### config.mk
export PLATFORM = sky130hd
export DESIGN_NAME = ss_adc_ctl
export DESIGN_NICKNAME = d
export VERILOG_FILES = /design/src/core/ss_adc_pkg.sv /design/src/core/ramp_corrector.sv /design/src/core/ss_adc_ctl.sv
export SDC_FILE = /design/constraint.sdc
export NUM_CORES = 1
export LEC_CHECK = 0
export ABC_AREA = 1
export BUFFER_PORTS_ARGS = -buffer_cell sky130_fd_sc_hd__buf_4
export CORE_AREA = 8 8 115 117
export DETAILED_ROUTE_END_ITERATION = 8
export DIE_AREA = 0 0 123 125
export GPL_TIMING_DRIVEN = 0
export PLACE_DENSITY = 0.79
export SLEW_MARGIN = 20
export SYNTH_ARGS = -nofsm -noshare
export SYNTH_HDL_FRONTEND = slang
export SYNTH_HIERARCHICAL = 1
export SYNTH_SLANG_ARGS = --single-unit
### constraint.sdc
create_clock -name clk -period 1.9 [get_ports clk]
set_input_delay 0.095 -clock clk [delete_from_list [all_inputs] [get_ports clk]]
set_output_delay 0.095 -clock clk [all_outputs]
set_load 0.02 [all_outputs]
### src/core/ss_adc_pkg.sv
package ss_adc_pkg;
  localparam int CLK_PERIOD_NS = 5;
  localparam int ACQ_TIME_NS = 40000;
  localparam int ACQ_CYCLES = (ACQ_TIME_NS + CLK_PERIOD_NS - 1) / CLK_PERIOD_NS;
  localparam int RAMP_TIME_NS = 350000;
  localparam int COUNT_STEPS = 256;
  localparam int TICK_CYCLES = RAMP_TIME_NS / (COUNT_STEPS * CLK_PERIOD_NS);
  localparam int TIMEOUT_TICKS = 384;
  localparam int SEL_W = 3;
  localparam int CNT_W = 8;
  localparam int DIV_STEPS = 17;
  localparam logic [2:0] SEL_ZERO = 3'h0;
  localparam logic [2:0] SEL_FULL = 3'h7;
  localparam logic [7:0] ZERO_RST = 8'h00;
  localparam logic [7:0] FULL_RST = 8'hFF;
  localparam logic [7:0] COUNT_MAX = 8'hFF;

  typedef enum logic [3:0] {
    ST_IDLE = 4'b0001,
    ST_ACQ  = 4'b0010,
    ST_RAMP = 4'b0100,
    ST_CORR = 4'b1000
  } ctl_state_t;

  typedef enum logic [1:0] {
    DV_IDLE = 2'b01,
    DV_RUN  = 2'b10
  } div_state_t;
endpackage : ss_adc_pkg

### src/core/ramp_corrector.sv
`timescale 1ns/1ps
module ramp_corrector (
  input wire logic clk,
  input wire logic reset,
  input wire logic go,
  input wire logic [ss_adc_pkg::CNT_W-1:0] raw,
  input wire logic [ss_adc_pkg::CNT_W-1:0] zero,
  input wire logic [ss_adc_pkg::CNT_W-1:0] full,
  output logic done,
  output logic [ss_adc_pkg::CNT_W-1:0] result
);
  import ss_adc_pkg::*;

  localparam logic [4:0] STEP_LAST = 5'(DIV_STEPS - 1);

  div_state_t state_ff;
  logic [7:0] den_ff;
  logic [8:0] rem_ff;
  logic [16:0] quo_ff;
  logic [4:0] step_ff;
  logic [15:0] num;
  logic [7:0] den;
  logic [8:0] trial;
  logic fits;
  logic [8:0] nxt_rem;
  logic [16:0] nxt_quo;
  logic [16:0] ref_q;
  logic [7:0] ref_ff;

  // zero-corrected count times 256, divisor is one byte
  always_comb begin
    num = (raw > zero) ? {8'(raw - zero), 8'h00} : 16'h0000;
    den = 8'(full - zero);
  end

  always_comb begin
    trial = {rem_ff[7:0], quo_ff[16]};
    fits = (trial >= {1'b0, den_ff});
    nxt_rem = fits ? 9'(trial - {1'b0, den_ff}) : trial;
    nxt_quo = {quo_ff[15:0], fits};
  end

  always_ff @(posedge clk) begin
    if (reset) begin
      state_ff <= DV_IDLE;
      step_ff <= 5'h00;
    end else begin
      case (state_ff)
        DV_IDLE: begin
          step_ff <= 5'h00;
          if (go) begin
            state_ff <= DV_RUN;
          end
        end
        DV_RUN: begin
          step_ff <= 5'(step_ff + 5'h01);
          if (step_ff == STEP_LAST) begin
            state_ff <= DV_IDLE;
          end
        end
        default: state_ff <= DV_IDLE;
      endcase
    end
  end

  // 17-bit restoring divide; adding half the divisor first rounds the quotient
  always_ff @(posedge clk) begin
    if (reset) begin
      den_ff <= 8'h00;
      rem_ff <= 9'h000;
      quo_ff <= 17'h00000;
    end else if (state_ff == DV_IDLE && go) begin
      den_ff <= den;
      rem_ff <= 9'h000;
      quo_ff <= {1'b0, num} + {10'h000, den[7:1]};
    end else if (state_ff == DV_RUN) begin
      rem_ff <= nxt_rem;
      quo_ff <= nxt_quo;
    end
  end

  always_ff @(posedge clk) begin
    if (reset) begin
      done <= 1'b0;
      result <= 8'h00;
    end else begin
      done <= (state_ff == DV_RUN && step_ff == STEP_LAST);
      if (state_ff == DV_RUN && step_ff == STEP_LAST) begin
        result <= (nxt_quo[16:8] != 9'h000) ? COUNT_MAX : nxt_quo[7:0];
      end
    end
  end

  // reference result for checking only
  always_comb begin
    ref_q = (den == 8'h00) ? 17'h1FFFF :
            17'(({1'b0, num} + {10'h000, den[7:1]}) / {9'h000, den});
  end

  always_ff @(posedge clk) begin
    if (reset) begin
      ref_ff <= 8'h00;
    end else if (state_ff == DV_IDLE && go) begin
      ref_ff <= (ref_q[16:8] != 9'h000) ? COUNT_MAX : ref_q[7:0];
    end
  end

  property p_quot;
    @(posedge clk) disable iff (reset)
    done |-> result == ref_ff;
  endproperty
  a_quot: assert property (p_quot) else $error("rounded correction wrong");

  property p_latency;
    @(posedge clk) disable iff (reset)
    (state_ff == DV_IDLE && go) |-> !done [*8] ##11 done;
  endproperty
  a_latency: assert property (p_latency) else $error("divide not done in 18");
endmodule : ramp_corrector

### src/core/ss_adc_ctl.sv
`timescale 1ns/1ps
// How it works
// - hold ramp_go low for acquisition interval
// - count from ramp_go rise to comparator fall
// - counter increments each tick; comparator checked every clock
// - comparator fall ends measurement like interrupt
// - only five pins: select, ramp_go, comparator
// - double precision rounded correction arithmetic
// - zero-corrected count multiplied by 256
// - divisor full minus zero fits byte
module ss_adc_ctl #(
  parameter int ACQ_CYC = ss_adc_pkg::ACQ_CYCLES,
  parameter int TICK_CYC = ss_adc_pkg::TICK_CYCLES
) (
  input wire logic clk,
  input wire logic reset,
  input wire logic conv_start,
  input wire logic [ss_adc_pkg::SEL_W-1:0] conv_chan,
  input wire logic comp_done,
  output logic [ss_adc_pkg::SEL_W-1:0] channel_sel,
  output logic ramp_go,
  output logic busy,
  output logic conv_done,
  output logic timeout_err,
  output logic [ss_adc_pkg::CNT_W-1:0] raw_count,
  output logic [ss_adc_pkg::CNT_W-1:0] result,
  output logic [ss_adc_pkg::CNT_W-1:0] zero_count,
  output logic [ss_adc_pkg::CNT_W-1:0] full_scale_count
);
  import ss_adc_pkg::*;

  localparam logic [13:0] ACQ_LAST = 14'(ACQ_CYC - 1);
  localparam logic [8:0] TICK_LAST = 9'(TICK_CYC - 1);
  localparam logic [8:0] TO_LAST = 9'(TIMEOUT_TICKS - 1);

  ctl_state_t state_ff;
  logic comp_meta_ff;
  logic comp_sync_ff;
  logic comp_prev_ff;
  logic [13:0] acq_cnt_ff;
  logic [8:0] tick_cnt_ff;
  logic [8:0] ramp_cnt_ff;
  logic corr_go_ff;
  logic corr_done;
  logic [7:0] corr_result;
  logic tick;
  logic comp_fall;
  logic ramp_timeout;
  logic [7:0] raw_sat;

  // comparator pin is asynchronous
  always_ff @(posedge clk) begin
    if (reset) begin
      comp_meta_ff <= 1'b1;
      comp_sync_ff <= 1'b1;
      comp_prev_ff <= 1'b1;
    end else begin
      comp_meta_ff <= comp_done;
      comp_sync_ff <= comp_meta_ff;
      comp_prev_ff <= comp_sync_ff;
    end
  end

  always_comb begin
    tick = (state_ff == ST_RAMP) && (tick_cnt_ff == TICK_LAST);
    comp_fall = comp_prev_ff & ~comp_sync_ff;
    ramp_timeout = tick && (ramp_cnt_ff == TO_LAST) && !comp_fall;
    raw_sat = (ramp_cnt_ff > 9'h0FF) ? COUNT_MAX : ramp_cnt_ff[7:0];
  end

  always_ff @(posedge clk) begin
    if (reset) begin
      state_ff <= ST_IDLE;
    end else begin
      case (state_ff)
        ST_IDLE: begin
          if (conv_start) begin
            state_ff <= ST_ACQ;
          end
        end
        ST_ACQ: begin
          if (acq_cnt_ff == ACQ_LAST) begin
            state_ff <= ST_RAMP;
          end
        end
        ST_RAMP: begin
          if (comp_fall) begin
            state_ff <= ST_CORR;
          end else if (ramp_timeout) begin
            state_ff <= ST_IDLE;
          end
        end
        ST_CORR: begin
          if (corr_done) begin
            state_ff <= ST_IDLE;
          end
        end
        default: state_ff <= ST_IDLE;
      endcase
    end
  end

  // five pins only: three select lines, ramp_go out, comparator in
  always_ff @(posedge clk) begin
    if (reset) begin
      channel_sel <= SEL_ZERO;
      ramp_go <= 1'b0;
    end else begin
      if (state_ff == ST_IDLE && conv_start) begin
        channel_sel <= conv_chan;
      end
      if (state_ff == ST_ACQ && acq_cnt_ff == ACQ_LAST) begin
        ramp_go <= 1'b1;
      end else if (state_ff != ST_RAMP || comp_fall || ramp_timeout) begin
        ramp_go <= 1'b0;
      end
    end
  end

  always_ff @(posedge clk) begin
    if (reset) begin
      acq_cnt_ff <= 14'h0000;
    end else if (state_ff == ST_ACQ) begin
      acq_cnt_ff <= 14'(acq_cnt_ff + 14'h0001);
    end else begin
      acq_cnt_ff <= 14'h0000;
    end
  end

  // tick divider and ramp counter
  always_ff @(posedge clk) begin
    if (reset) begin
      tick_cnt_ff <= 9'h000;
      ramp_cnt_ff <= 9'h000;
    end else begin
      if (state_ff != ST_RAMP || tick) begin
        tick_cnt_ff <= 9'h000;
      end else begin
        tick_cnt_ff <= 9'(tick_cnt_ff + 9'h001);
      end
      if (state_ff == ST_IDLE) begin
        ramp_cnt_ff <= 9'h000;
      end else if (tick && !comp_fall && !ramp_timeout) begin
        ramp_cnt_ff <= 9'(ramp_cnt_ff + 9'h001);
      end
    end
  end

  always_ff @(posedge clk) begin
    if (reset) begin
      raw_count <= 8'h00;
      zero_count <= ZERO_RST;
      full_scale_count <= FULL_RST;
      corr_go_ff <= 1'b0;
    end else begin
      corr_go_ff <= (state_ff == ST_RAMP) && comp_fall;
      if (state_ff == ST_RAMP && comp_fall) begin
        raw_count <= raw_sat;
        if (channel_sel == SEL_ZERO) begin
          zero_count <= raw_sat;
        end
        if (channel_sel == SEL_FULL) begin
          full_scale_count <= raw_sat;
        end
      end
    end
  end

  ramp_corrector u_corr (
    .clk(clk),
    .reset(reset),
    .go(corr_go_ff),
    .raw(raw_count),
    .zero(zero_count),
    .full(full_scale_count),
    .done(corr_done),
    .result(corr_result)
  );

  always_ff @(posedge clk) begin
    if (reset) begin
      result <= 8'h00;
      conv_done <= 1'b0;
      busy <= 1'b0;
      timeout_err <= 1'b0;
    end else begin
      conv_done <= (state_ff == ST_CORR && corr_done) || (state_ff == ST_RAMP && ramp_timeout);
      if (state_ff == ST_CORR && corr_done) begin
        result <= corr_result;
      end
      if (state_ff == ST_IDLE && conv_start) begin
        busy <= 1'b1;
      end else if ((state_ff == ST_CORR && corr_done) || (state_ff == ST_RAMP && ramp_timeout)) begin
        busy <= 1'b0;
      end
      if (state_ff == ST_RAMP && ramp_timeout) begin
        timeout_err <= 1'b1;
      end else if (state_ff == ST_IDLE && conv_start) begin
        timeout_err <= 1'b0;
      end
    end
  end

  property p_acq_hold;
    @(posedge clk) disable iff (reset)
    $rose(ramp_go) |-> $past(acq_cnt_ff) == ACQ_LAST && $past(state_ff) == ST_ACQ;
  endproperty
  a_acq_hold: assert property (p_acq_hold) else $error("ramp_go rose early");

  property p_sel_stable;
    @(posedge clk) disable iff (reset)
    (state_ff != ST_IDLE && $past(state_ff) != ST_IDLE) |-> $stable(channel_sel);
  endproperty
  a_sel_stable: assert property (p_sel_stable) else $error("select moved mid conversion");

  property p_stop_on_fall;
    @(posedge clk) disable iff (reset)
    (state_ff == ST_RAMP && comp_fall) |=> state_ff == ST_CORR && !ramp_go
      && raw_count == $past(raw_sat);
  endproperty
  a_stop_on_fall: assert property (p_stop_on_fall) else $error("fall did not stop count");

  property p_go_in_ramp;
    @(posedge clk) disable iff (reset)
    (state_ff == ST_RAMP) |-> ramp_go;
  endproperty
  a_go_in_ramp: assert property (p_go_in_ramp) else $error("ramp_go low in ramp");

  property p_count_inc;
    @(posedge clk) disable iff (reset)
    (tick && !comp_fall && !ramp_timeout) |=> ramp_cnt_ff == 9'($past(ramp_cnt_ff) + 9'h001);
  endproperty
  a_count_inc: assert property (p_count_inc) else $error("ramp count missed a tick");

  property p_timeout;
    @(posedge clk) disable iff (reset)
    ramp_timeout |=> timeout_err && conv_done && state_ff == ST_IDLE && !ramp_go;
  endproperty
  a_timeout: assert property (p_timeout) else $error("timeout not reported");

  property p_done_bound;
    @(posedge clk) disable iff (reset)
    $rose(state_ff == ST_CORR) |-> ##[1:24] conv_done;
  endproperty
  a_done_bound: assert property (p_done_bound) else $error("correction did not finish");

  property p_cal_zero;
    @(posedge clk) disable iff (reset)
    (state_ff == ST_RAMP && comp_fall && channel_sel == SEL_ZERO) |=> zero_count == raw_count;
  endproperty
  a_cal_zero: assert property (p_cal_zero) else $error("zero count not stored");
endmodule : ss_adc_ctl

### Word level (Yosys, flattened, before mapping)

Cells that the tools add are included.

* add/subtract/negate cells: 8
* $mul: 0
* div/mod/pow operators: 0
* order comparisons: 3
* eq/ne operators: 18
* shifts and indexed selects: 0
* mux-type cells: 22
* bitwise logic cells: 3
* reduce and logical (&&, ||, !) cells: 33

Operators by type and width (count)
* $mux W17: 2
* $mux W8: 3
* $sub A8 B8 Y8: 3
* $mux W4: 5
* $add A9 B1 Y9 const B: 2
* $eq A9 B9 Y1 const B: 2
* $add A16 B7 Y17: 1
* $mux W16: 1
* $pmux W4 S4: 1
* $add A14 B1 Y14 const B: 1
* $eq A14 B13 Y1 const B: 1
* $logic_and A1 B1 Y1: 12
* $pmux W5 S2: 1
* $reduce_bool A2 Y1: 5
* $ge A9 B8 Y1: 1
* $gt A9 B8 Y1 const B: 1
* $reduce_bool A9 Y1: 1
* $gt A8 B8 Y1: 1
* $reduce_or A2 Y1: 4
* $mux W1: 6
* $ne A2 B2 Y1 const B: 3
* $reduce_and A2 Y1: 3
* $add A5 B1 Y5 const B: 1
* $eq A5 B5 Y1 const B: 1
* 18 further kinds: 25

* bits in registers: 128
* latch bits: 0
* bits in writable memories: 0
* ROM bits: 0
* input bits: 7
* output and inout bits: 39
* memories: 0

### Longest topological paths before layout

* word-level depth: 8
* gate-level depth with buffers: 12
* mapped depth without buffers: 12

### Modules after synthesis

Netlist, hierarchy kept.

Modules (own cells, without submodules)
* ss_adc_ctl: instances 1, cells an instance 464, area each 3449.6 µm², sequential area each 1581.5 µm²
* ramp_corrector: instances 1, cells an instance 453, area each 3190.6 µm², sequential area each 980.9 µm²

### Least setup slack after synthesis

Ideal clock, no wire load.

* kind: register to register
* start: reg raw_count[0] (netlist name)
* end: reg u_corr.quo_ff[9]
* library setup time: 70 ps
* data arrival time: 1789 ps
* required time: 1830 ps
* setup slack: 41 ps
* stages on the path, launching flop included: 10
* buffers on the path: 0
* clock period less this slack: 1859 ps
* cell sequence: dfxtp_1 inv_1 ha_1 fa_1 o21ai_2 nand2_1 nand3_1 nand2_1 or2_0 a21oi_1

* cells in the longest elaborated chain, start to end: 4
* elaborated cells on any way between the ends: 5
* those cells by class: 2 x add/sub; 1 x order compare; 2 x mux

RTL lines
* start, declared: line ss_adc_ctl.sv:25 `output logic [ss_adc_pkg::CNT_W-1:0] raw_count,`
* start signal, assigned: line ss_adc_ctl.sv:158 `raw_count <= raw_sat;`
* $sub A8 B8 Y8 / $gt A8 B8 Y1 (equally long branches): line ramp_corrector.sv:32 `num = (raw > zero) ? {8'(raw - zero), 8'h00} : 16'h0000;`
* $mux W16 (*): line ramp_corrector.sv:32
* $add A16 B7 Y17 (*): line ramp_corrector.sv:75 `quo_ff <= {1'b0, num} + {10'h000, den[7:1]};`
* $mux W17 (*): line ramp_corrector.sv:72 `end else if (state_ff == DV_IDLE && go) begin`
* end signal, assigned: line ramp_corrector.sv:75
* end signal, assigned: line ramp_corrector.sv:78 `quo_ff <= nxt_quo;`
* end, declared: line ramp_corrector.sv:19 `logic [16:0] quo_ff;`

Mark *: on every way between the ends. The rest lies on a longest branch, timed or not.
A chain may end at the register's enable or synchronous reset.

### Worst setup path after layout

* start: reg u_corr.den_ff[4]
* end: reg u_corr.rem_ff[3]

* cells in the longest elaborated chain, start to end: 2

RTL lines
* start, declared: line ramp_corrector.sv:17 `logic [7:0] den_ff;`
* start signal, assigned: line ramp_corrector.sv:73 `den_ff <= den;`
* $ge A9 B8 Y1: line ramp_corrector.sv:38 `fits = (trial >= {1'b0, den_ff});`
* $mux W8: line ramp_corrector.sv:39 `nxt_rem = fits ? 9'(trial - {1'b0, den_ff}) : trial;`
* end signal, assigned: line ramp_corrector.sv:77 `rem_ff <= nxt_rem;`
* end, declared: line ramp_corrector.sv:18 `logic [8:0] rem_ff;`

Every way passes these cells.

==> summary.txt <==
Run status
  – Status: complete, no violations

Power and ir drop
  – Seq pwr share: 0.447
  – PwrDens: 767 nW/um^2
  – Switch share: 0.225
  – Comb power frac: 0.028
  – Peak VDD IR: 0.000609 V
  – Pleak: 3.49 nW
  – Internal power: 4.71 mW
  – Clk pwr share: 0.525
  – Sw power: 1.37 mW

Clock network
  – Clock sinks: 128
  – CTS tree: done
  – Clock buffer depth: 2
  – CTS buffer count: 17
  – Worst-path clk slew: 0.06 ns
  – Root Driver: clkbuf_16
  – Worst skew pair latency: 0.42 ns
  – H-tree depth: 4

Synthesis
  – Ys flop type: dfxtp_1
  – Post-synth top cells: nand2_1, inv_1, dfxtp_1, a21oi_1, nand3_1
  – Top-count cell post-synth: nand2_1
  – XOR/XNOR share of the synthesized area: 0.0185
  – Main area contributors after synthesis: dfxtp_1, nand2_1, inv_1
  – Mapped Cells: 917
  – Fraction of registers with async set/reset: 0
  – Synth Area in Adders: 0.0693
  – Compound-gate portion of the synthesized area: 0.151
  – Mapped Nets: 959
  – Mux contribution to synthesized area: 0
  – Simple-gate share of the synthesized area: 0.279
  – Synth cell types: 45
  – Post-synth top area cell: dfxtp_1
  – Synth top area share: 0.386
  – Mean Syn Cell Area: 7.24 um^2
  – Largest family of logic cells by synthesized area: simple AND/OR/NAND/NOR gates
  – #FFs+latches synth: 128
  – Synth Warn #: 6
  – Synth Cell Area: 6640 um^2
  – Seq/Total Area, Yosys: 0.386
  – EDFF count, synth: 0

Placed design
  – DP HPWL: 11600 um
  – Final estimated routing congestion in global placement: 0.940
  – I/O Buffers: 45
  – Cell Area, Placed: 7160 um^2
  – Placed Cells: 1109

Detailed routing
  – DR pass1 iterations: 5
  – Vias: 6133
  – Mean routed wirelength per cell: 14.0 um
  – Drt initial violations: 341
  – DRC: 0
  – Post-DRT Antenna Nets: 0
  – Drt via density: 5.32
  – Total Wirelength: 16100 um

Worst setup path
  – Buf+Inv Stages, Crit Path: 1
  – Largest delay share family, worst path: simple AND/OR/NAND/NOR gates
  – CP Max Fanout: 10
  – Startpoint Class: flop
  – CP Data Required Time: 2.25 ns
  – Worst r2r src: u_corr/den_ff[4]
  – CP max stage cell: ha_1
  – Critical path class: flop to flop
  – Critical path capture point type: flop
  – Critical Path AT: 2.15 ns
  – Crit path depth: 11
  – Largest stage delay on the critical path: 0.37 ns
  – Cell mode on critical path: nand2_1
  – Critical Path, Cell by Cell: inv_1 > ha_1 > nand2_1 > nand2_1 > a21oi_4 > nand2_2 > nand2_4 > nand2_4 > nand2_1 > nand3_1 > a21oi_1
  – Worst Setup SP: u_corr/den_ff[4]
  – R2R depth: 11

STA
  – FMAX: 556 MHz
  – Crit path time final: 1.80 ns
  – Final period util: 0.946
  – Worst Skew: 0.0142 ns
  – Setup TNS: 0 ns
  – Worst slew pin tran: 0.539 ns
  – Hold Slack: 0.0674 ns
  – Slew Limit Fails: 0
  – Max-slew headroom: 0.641
  – Final Setup Violations: 0
  – Final hold violations: 0

Floorplanning
  – Initial Utilization: 0.572
  – DIE HEIGHT: 125 um
  – # IOs: 46
  – Core Footprint: 11600 um^2
  – Full die area: 15400 um^2
  – DIE WIDTH: 123 um
  – Site Rows: 40

GRT
  – Largest net degree at the start of global routing: 17
  – Vias in the first global route: 5686
  – Total gr overflow: 0
  – Gr usage total: 0.213
  – First-pass GRT wire length: 26500 um
  – Initial antenna violation count: 0

Worst hold path
  – HP Start: conv_start
  – Worst hold path type: input port to flop
  – WHS Path Cells: 5

Cells and area
  – Final net count: 1034
  – Layout cells sized above 1: 0.160
  – P&R area growth vs syn: 19.4%
  – Post-Layout Inst Area: 7930 um^2
  – Final non-filler cell total: 1152
  – ANT cells: 0

Job
  – Max-cap violations: 0
-- state kept, by name, indices dropped and copies added (netlist names), 9 cells and up --
| signal | cells |
|---|---|
| tick_cnt_ff | 9 |
| ramp_cnt_ff | 9 |
| u_corr/quo_ff | 17 |
| acq_cnt_ff | 14 |
-- power by group through the flow --
stage	Combinational (mW)	Clock [mW]	Sequential [mW]
after floorplan	0.0927	0	2.79
after global placement	0.161	0	2.78
after detailed placement	0.164	0	2.78
final	0.173	3.19	2.71
after global routing	0.188	3.35	2.72
after CTS	0.172	3.22	2.72
-- layout make-up --
cell class / instances / area (um^2)
Fill cell: 984 / 3680
Multi-Input combinational cell: 630 / 3510
Sequential cell: 128 / 2570
Inverter: 139 / 524
Clock buffer: 18 / 439
Timing Repair Buffer: 56 / 433
Tap cell: 147 / 184
Clock inverter: 14 / 143
Buffer: 20 / 119
-- final timing paths --
path / endpoint / slack, ns
max: u_corr/rem_ff[3] / 0.10
min: state_ff[0] / 0.07
max reg2reg: u_corr/rem_ff[3] / 0.10
min reg2reg: comp_sync_ff / 0.41
-- logic make-up (layout without fill, tap and decap cells) --
kind of cell    after synthesis  count (layout)
simple gates                394             394
compound gates              187             187
buf+inv                     159             247
flops                       128             128
fa+ha+maj                    35              35
xor+xnor                     14              14
-- what timing repair did --
action | in CTS | in global routing
pin swaps | 1 | 2
endpoints found under the setup margin | 14 | 36
hold endpoints to repair | 7 | 0
hold buffers | 5 | 0
setup buffers | 0 | 6
resized for setup | 4 | 22
-- worst reg2reg max path: stages, from the launching register on --
cell     delay (ns)
dfxtp_1        0.30
inv_1          0.06
ha_1           0.37
nand2_1        0.10
nand2_1        0.12
a21oi_4        0.15
nand2_2        0.08
nand2_4        0.13
nand2_4        0.12
nand2_1        0.08
nand3_1        0.07
a21oi_1        0.13
-- per-layer routing --
metal  vias up  part of all wire  GRT usage
met4         0             0.036      0.102
met5         -                 0          0
met3        45             0.045     0.0459
met1      2768              0.43      0.252
li1       3146                 -          -
met2       174              0.49      0.358
-- layout by cell type, fill, tap and decap left out, drive strengths merged, types with 3 or more instances in the layout --
master,n
a21oi,99
buf,62
clkbuf,27
clkinv,9
clkinvlp,3
dfxtp,128
dlygate4sd3,5
fa,3
ha,32
inv,139
nand2,193
nand3,79
nand3b,3
nand4,14
nor2,78
nor3,14
nor3b,4
o21a,9
o21ai,70
o22ai,5
or2,8
xnor2,6
xor2,8
-- through the flow --
step                utilization  setup slack [ns]  power, mW
floorplan                     -            0.0408       2.88
global placement          0.617            -0.121       2.94
detailed placement        0.617            -0.131       2.94
CTS                       0.672            0.0156       6.11
global route              0.683          -0.00784       6.25
finish                    0.683             0.102       6.08
No activity file was read; power rests on OpenSTA's default activity.
